File: config.mk
export PLATFORM = sky130hd
export DESIGN_NAME = dpcs_top
export DESIGN_NICKNAME = d
export VERILOG_FILES = /design/src/dpcs_pkg.sv /design/src/dpcs_capture.sv /design/src/dpcs_top.sv
export SDC_FILE = /design/constraint.sdc
export NUM_CORES = 1
export LEC_CHECK = 0
export BUFFER_PORTS_ARGS = -buffer_cell sky130_fd_sc_hd__buf_2
export CAP_MARGIN = 25
export CORE_AREA = 2 2 85 87
export DETAILED_ROUTE_END_ITERATION = 10
export DIE_AREA = 0 0 87 89
export PLACE_DENSITY = 0.82
export SKIP_CTS_REPAIR_TIMING = 1
export SYNTH_ARGS = -nofsm -noshare
export SYNTH_HDL_FRONTEND = slang
export SYNTH_SLANG_ARGS = --single-unit
File: constraint.sdc
create_clock -name CLK_I -period 2.75 [get_ports CLK_I]
set_input_delay 0.4125 -clock CLK_I [delete_from_list [all_inputs] [get_ports CLK_I]]
set_output_delay 0.4125 -clock CLK_I [all_outputs]
set_load 0.02 [all_outputs]
File: src/dpcs_pkg.sv
/*
  constants for the program counter sample block: register map, state codes, reset values.
  assumes a 32-bit apb register bus with byte addressing.
*/
package dpcs_pkg;
  localparam logic [11:0] PC_SAMPLE_OFFSET = 12'h000;
  localparam logic [11:0] SAMPLE_CTRL_OFFSET = 12'h004;
  localparam logic [11:0] SAMPLE_STATUS_OFFSET = 12'h008;
  localparam logic [31:0] PC_SAMPLE_RESET = 32'h0000_0000;
  localparam int ADDR_MSB = 31;
  localparam int ADDR_LSB = 2;
  localparam int CTRL_ENABLE_BIT = 0;
  localparam logic CTRL_ENABLE_RESET = 1'b1;
  localparam logic [15:0] COUNT_RESET = 16'h0000;
  typedef enum logic [1:0] {
    DPCS_ST_PRIMARY = 2'b00,
    DPCS_ST_COMPACT = 2'b01,
    DPCS_ST_BYTECODE = 2'b10,
    DPCS_ST_ENVCOMPACT = 2'b11
  } dpcs_state_e;
endpackage : dpcs_pkg

File: src/dpcs_capture.sv
/*
  capture stage: latches branch target address and target execution state.
  assumes branch inputs come from core logic on the same clock.
*/
`timescale 1ns/1ps
module dpcs_capture (
  input wire logic clk_i,
  input wire logic rst_n_i,
  input wire logic enable_i,
  input wire logic branch_valid_i,
  input wire logic [31:0] branch_target_i,
  input wire logic [1:0] target_state_i,
  output logic [31:0] sample_o,
  output logic captured_o
);
  logic [31:0] sample_reg;
  logic [31:0] sample_next;
  logic captured_reg;
  logic captured_next;

  always_comb begin
    sample_next = sample_reg;
    captured_next = 1'b0;
    if (enable_i && branch_valid_i) begin
      // no pipeline offset is added to the target
      sample_next = {branch_target_i[dpcs_pkg::ADDR_MSB:dpcs_pkg::ADDR_LSB], target_state_i};
      captured_next = 1'b1;
    end
  end

  always_ff @(posedge clk_i) begin
    if (!rst_n_i) begin
      sample_reg <= dpcs_pkg::PC_SAMPLE_RESET;
      captured_reg <= 1'b0;
    end else begin
      sample_reg <= sample_next;
      captured_reg <= captured_next;
    end
  end

  assign sample_o = sample_reg;
  assign captured_o = captured_reg;
endmodule : dpcs_capture

File: src/dpcs_top.sv
/*
  program counter sample register with apb slave access.
  assumes branch retirement signals come from core logic on CLK_I.
*/
// Design decisions made here: the APB slave port and the placing of the registers.
// Summary of operation
// - the sample register captures the target address of each executed branch, possibly still speculative.
// - bits 31:2 hold the branch target address with no offset added.
// - bits 1:0 hold the target state: 00 primary, 01 compact, 10 bytecode, 11 environment compact.
// - for compact code on half-word boundaries bit 1 shows state, not address, and readers allow for it.
`timescale 1ns/1ps
module dpcs_top (
  input wire logic CLK_I,
  input wire logic RST_N_I,
  input wire logic BRANCH_VALID_I,
  input wire logic [31:0] BRANCH_TARGET_I,
  input wire logic [1:0] TARGET_STATE_I,
  input wire logic PSEL_I,
  input wire logic PENABLE_I,
  input wire logic PWRITE_I,
  input wire logic [11:0] PADDR_I,
  input wire logic [31:0] PWDATA_I,
  output logic [31:0] PRDATA_O,
  output logic PREADY_O,
  output logic PSLVERR_O
);
  logic [31:0] sample;
  logic captured;
  logic enable_reg;
  logic enable_next;
  logic [15:0] count_reg;
  logic [15:0] count_next;
  logic [31:0] prdata_reg;
  logic [31:0] prdata_next;
  logic pready_reg;
  logic pready_next;
  logic pslverr_reg;
  logic pslverr_next;
  logic setup;

  dpcs_capture u_capture (
    .clk_i(CLK_I),
    .rst_n_i(RST_N_I),
    .enable_i(enable_reg),
    .branch_valid_i(BRANCH_VALID_I),
    .branch_target_i(BRANCH_TARGET_I),
    .target_state_i(TARGET_STATE_I),
    .sample_o(sample),
    .captured_o(captured)
  );

  function automatic logic mapped(input logic [11:0] a);
    mapped = (a == dpcs_pkg::PC_SAMPLE_OFFSET) || (a == dpcs_pkg::SAMPLE_CTRL_OFFSET) ||
             (a == dpcs_pkg::SAMPLE_STATUS_OFFSET);
  endfunction : mapped

  // no wait state: answer in the cycle after setup
  assign setup = PSEL_I && !PENABLE_I;

  always_comb begin
    enable_next = enable_reg;
    count_next = captured ? count_reg + 16'h0001 : count_reg;
    prdata_next = prdata_reg;
    pready_next = 1'b0;
    pslverr_next = 1'b0;
    if (setup) begin
      pready_next = 1'b1;
      pslverr_next = !mapped(PADDR_I) || (PWRITE_I && PADDR_I != dpcs_pkg::SAMPLE_CTRL_OFFSET);
      if (!PWRITE_I) begin
        // reads are pure: nothing in the core or capture path changes
        unique case (PADDR_I)
          dpcs_pkg::PC_SAMPLE_OFFSET: prdata_next = sample;
          dpcs_pkg::SAMPLE_CTRL_OFFSET: prdata_next = {31'h0, enable_reg};
          dpcs_pkg::SAMPLE_STATUS_OFFSET: prdata_next = {16'h0, count_reg};
          default: prdata_next = 32'h0000_0000;
        endcase
      end
    end
    // write commits at the access edge, when pready is high
    if (PSEL_I && PENABLE_I && pready_reg && PWRITE_I && PADDR_I == dpcs_pkg::SAMPLE_CTRL_OFFSET) begin
      enable_next = PWDATA_I[dpcs_pkg::CTRL_ENABLE_BIT];
    end
  end

  always_ff @(posedge CLK_I) begin
    if (!RST_N_I) begin
      enable_reg <= dpcs_pkg::CTRL_ENABLE_RESET;
      count_reg <= dpcs_pkg::COUNT_RESET;
      prdata_reg <= 32'h0000_0000;
      pready_reg <= 1'b0;
      pslverr_reg <= 1'b0;
    end else begin
      enable_reg <= enable_next;
      count_reg <= count_next;
      prdata_reg <= prdata_next;
      pready_reg <= pready_next;
      pslverr_reg <= pslverr_next;
    end
  end

  assign PRDATA_O = prdata_reg;
  assign PREADY_O = pready_reg;
  assign PSLVERR_O = pslverr_reg;
endmodule : dpcs_top

======== Word-level counts from Yosys, hierarchy flattened ========
Cells that the tools add are included.
storage, ports and cells
  bits in registers ....................... 84
  output and inout port bits .............. 34
  word-level logic and storage cells ...... 30
cells by class
  add/sub/neg operators ................... 1
  equal/unequal tests ..................... 3
  multiplexer cells ....................... 3
  bitwise operators ....................... 1
  reduce and logical (&&, ||, !) cells .... 15
operators by type and width
  cell                                                               count
  32-bit one-hot mux with 3 select lines                             1
  16-bit by 1-bit adder with 16-bit output (second input constant)   1
  12-bit by 3-bit == test with 1-bit output (second input constant)  1
  12-bit by 4-bit == test with 1-bit output (second input constant)  1
  12-bit zero test                                                   1
  12-bit by 3-bit != test with 1-bit output (second input constant)  1
  1-bit logical AND                                                  7
  2-bit AND reduction                                                2
  1-bit logical OR                                                   3
  1-bit zero test                                                    2
  1-bit 2-to-1 mux                                                   2
  1-bit NOT                                                          1

======== Logic depth before layout (Yosys ltp) ========
  depth in word-level cells ............... 5
  gate-level depth with buffers ........... 7
  depth with buffers taken out ............ 5

======== Modules after synthesis ========
From an unflattened synthesis, not the netlist that was laid out.
unflattened totals
  cell total of the unflattened synthesis .. 349
  area, all modules ....................... 3528.4 µm²
modules (own cells, without submodules)
  module        times used  cells an instance  area each (µm²)  seq. area each (µm²)
  dpcs_top      1           200                2115.8           1021.0
  dpcs_capture  1           149                1412.6           660.6

======== Worst setup path after synthesis ========
Ideal clock, no wire load.
  kind .................................... input port to flip-flop
  from .................................... input PWRITE_I
  to ...................................... register prdata_reg[21] (netlist: PRDATA_O[21])
  setup time .............................. 0.062 ns
  arrival time ............................ 1.566 ns
  path slack .............................. 1.122 ns
  stages .................................. 7
  path buffers ............................ 3
  cell sequence ........................... or3b_1 buf_6 and4b_1 buf_6 buf_12 a22oi_2 nor2b_2
on the way
  cells in the longest elaborated chain, start to end .. 2
ends and longest elaborated chain
  what                           line            text
  start, declared                dpcs_top.sv:20  input wire logic PWRITE_I,
  1-bit NOT (no line)            --
  2-bit AND reduction (no line)  --
  end signal, assigned           dpcs_top.sv:95  prdata_reg <= prdata_next;
  end, declared                  dpcs_top.sv:33  logic [31:0] prdata_reg;
No other way between the ends.
A chain may end at the register's enable or synchronous reset.

======== Worst setup path after layout ========
  from .................................... register count_reg[0]
  to ...................................... register count_reg[14]
on the way
  cells in the longest elaborated chain, start to end .. 1
ends and longest elaborated chain
  what                                      line            text
  start, declared                           dpcs_top.sv:31  logic [15:0] count_reg;
  start signal, assigned                    dpcs_top.sv:88  count_reg <= dpcs_pkg::COUNT_RESET;
  start signal, assigned                    dpcs_top.sv:94  count_reg <= count_next;
  16-bit by 1-bit adder with 16-bit output  dpcs_top.sv:62  count_next = captured ? count_reg + 16'h0001 : count_reg;
No other way between the ends.

==> impl_results.md <==
* Status: complete, no violations
* Synthesis-to-finish area growth at 17.7%
* DP Worst Slack at 0.834 ns
* Multi-input gate area at 1740 um2
* R2r worst-path depth at 5
* Largest net degree at the start of global routing at 55
* First-pass GRT wire length at 12900 um
* Post-Syn Area per Cell at 9.31 um2
* Setup ws final at 1.12 ns
* Setup-failing EPs final at 0
* Final GP Congestion at 0.865
* Vias per inst at 5.22
* Initial core utilization at 0.536
* Crit-path max FO at 4
* RSZ-0062 raised after global routing: no
* Antenna violation net count after detailed routing at 0
* Worst-margin pin slew at 0.784 ns
* R2R setup slack at 1.12 ns
* Switching Fraction at 0.228
* YS warnings at 0
* Fmax at 612 MHz
* Cell Area, Synth at 3600 um2
* WL final at 7920 um
* Avg WL per Cell at 14.5 um
* Detailed Routing Iterations Pass 1 at 4
* Maximum vdd drop at 334 uV
* CTS tree: done
* Crit path capture type: register
* Finished Cell Area at 4240 um2
* Area of the core at 6720 um2
* Antenna violations before repair at 0
* CTS root buf: clkbuf_8
* Tmin final at 1.63 ns
* DRC at 0
* Final period utilization at 0.595
* Nets at 547
* Detail Placement HPWL at 5580 um
* Power density over cell area at 564 nW/um2
* Share of post-route cells with drive strength above 1 at 0.291
* Worst Setup SP: count_reg[0]$_SDFFE_PN0P_
* Clk sinks at 84
* Critical path startpoint category: register
* Worst Skew at 0.00948 ns
* Worst-Skew Late Latency at 0.35 ns
* Hold Fails Final Rpt at 0
* Cells after Synth at 387
* Clock buffer depth at 2
* Part of the power in combinational logic at 0.062
* Worst reg2reg path startpoint: count_reg[0]$_SDFFE_PN0P_
* Clock power frac at 0.409
* Worst path required time at 3.00 ns
* GR Overflow Total at 0
* Worst Hold Launch: BRANCH_TARGET_I[18]
* Gr usage total at 0.213
* # rows at 30
* Vias at 2857
* Fillcell total at 562
* Die Wd at 87 um
* Die area at 7740 um2
* I/O Pins at 118
* Min-delay worst type: input port to register
* P_leak at 1.76 nW
* Flop pwr share at 0.529
* Synthesized Nets at 472
* Synth cell types at 42
* TritonCTS Buffers at 9
* Slew Viols, Final at 0
* Iteration-0 DRC Markers at 188
* Switching pwr at 0.545 mW
* Max-Slew Margin vs Limit at 0.475
* Worst-path clk slew at 0.09 ns
* Vias in the first global route at 2754
* Post-synthesis register bit count at 84
* Antenna fix cells at 0
* Max Cap Violations at 0
* Sum Neg Setup Slack at 0 ns
* Register area share after synthesis at 0.467
* Critical path data arrival time at 1.88 ns
* CTS HTree Levels at 3
* Crit Path Category: register to register
* DP Area at 4020 um2
* Port Buffer Count at 84
* P_int at 1.85 mW
* WHS Path Cells at 3
* Die height at 89 um
* Register area at 1680 um2
Yosys cell counts, drive strengths merged:
master   n  share of area
a211oi   1         0.0021
nor4     7          0.020
clkbuf  17          0.018
dfxtp   84           0.47
a21boi  35          0.073
nand4b   1         0.0066
and2    29          0.050
ha       1         0.0035
nor4b    1         0.0066
nand2   86          0.090
a22oi   31          0.078
nand3    6         0.0083
nor2b   17          0.036
or3      2         0.0035
mux2i    1         0.0028
mux2     1         0.0031
xnor2    5          0.012
a31o     1         0.0024
and3     2         0.0035
nor3     4         0.0056
o21a     1         0.0021
and4b    2         0.0056
xor2     8          0.019
inv      3         0.0031
nor2     2         0.0021
o311ai   1         0.0024
buf     11          0.029
nand3b   2         0.0042
and3b    1         0.0024
nand4    5          0.010
o21ai   18          0.025
or3b     1         0.0024
through the flow:
stage | hold slack [ns] | util | power, mW | std cells
after global routing | 0.307 | 0.631 | 2.47 | 547
after CTS | 0.289 | 0.631 | 2.40 | 547
after floorplan | 0.443 | - | 1.38 | 387
final | 0.299 | 0.631 | 2.39 | 547
after detailed placement | 0.456 | 0.598 | 1.44 | 531
after global placement | 0.448 | 0.598 | 1.44 | 531
final timing paths:
path | end
max | count_reg[14]$_SDFFE_PN0P_
min | u_capture.sample_o[18]$_SDFFE_PN0P_
max reg2reg | count_reg[14]$_SDFFE_PN0P_
min reg2reg | PRDATA_O[0]$_SDFFE_PN0P_
cells by family after synthesis:
logic type / synth area share
AND/OR/NAND/NOR: 0.257
AO/OA/AOI/OAI: 0.185
flip-flops: 0.467
buffers and inverters: 0.0500
XOR/XNOR: 0.0316
multiplexers: 0.00590
adder cells (fa/ha/maj): 0.00347
critical path: stages (launching register included):
cell	delay (ns)
dfxtp_1	0.40
ha_1	0.21
nand3_1	0.17
nor4_1	0.45
xor2_1	0.13
and2_1	0.18
routing by layer:
layer / track usage / wire (um)
met1: 0.280 / 3710
met2: 0.334 / 3800
met3: 0.0416 / 307
met4: 0.108 / 108
met5: 0 / 0
cells in the final DEF, fill, tap and decap left out, drive strengths merged:
| master | count |
|---|---|
| a22oi | 31 |
| ha | 1 |
| nor4b | 1 |
| and4b | 2 |
| or3b | 1 |
| buf | 92 |
| clkbuf | 10 |
| inv | 3 |
| and3b | 1 |
| xnor2 | 5 |
| and3 | 2 |
| clkinv | 1 |
| o311ai | 1 |
| xor2 | 8 |
| mux2 | 1 |
| o21a | 1 |
| a21boi | 35 |
| o21ai | 18 |
| nand2 | 86 |
| nor2 | 2 |
| nor3 | 4 |
| mux2i | 1 |
| bufinv | 2 |
| nand4b | 1 |
| nand3b | 2 |
| or3 | 2 |
| nand3 | 6 |
| dfxtp | 84 |
| nor2b | 17 |
| and2 | 29 |
| a211oi | 1 |
| nand4 | 5 |
| clkinvlp | 3 |
| a31o | 1 |
| nor4 | 7 |
area by class of cell:
class	instances	share of cell area
clock buffer	10	0.0324
inverter	3	0.00265
multi-input combinational	272	0.411
sequential	84	0.396
clock inverter	6	0.0206
tap	80	0.0236
timing repair buffer	92	0.113
power groups by stage:
stage	sequential (mW)	combinational, mW	clock [mW]
6_report	1.27	0.149	0.978
5_1_grt	1.27	0.166	1.04
4_1_cts	1.27	0.149	0.990
3_5_place_dp	1.29	0.148	0
3_3_place_gp	1.29	0.144	0
2_1_floorplan	1.29	0.0890	0
No activity file was read; power rests on OpenSTA's default activity.
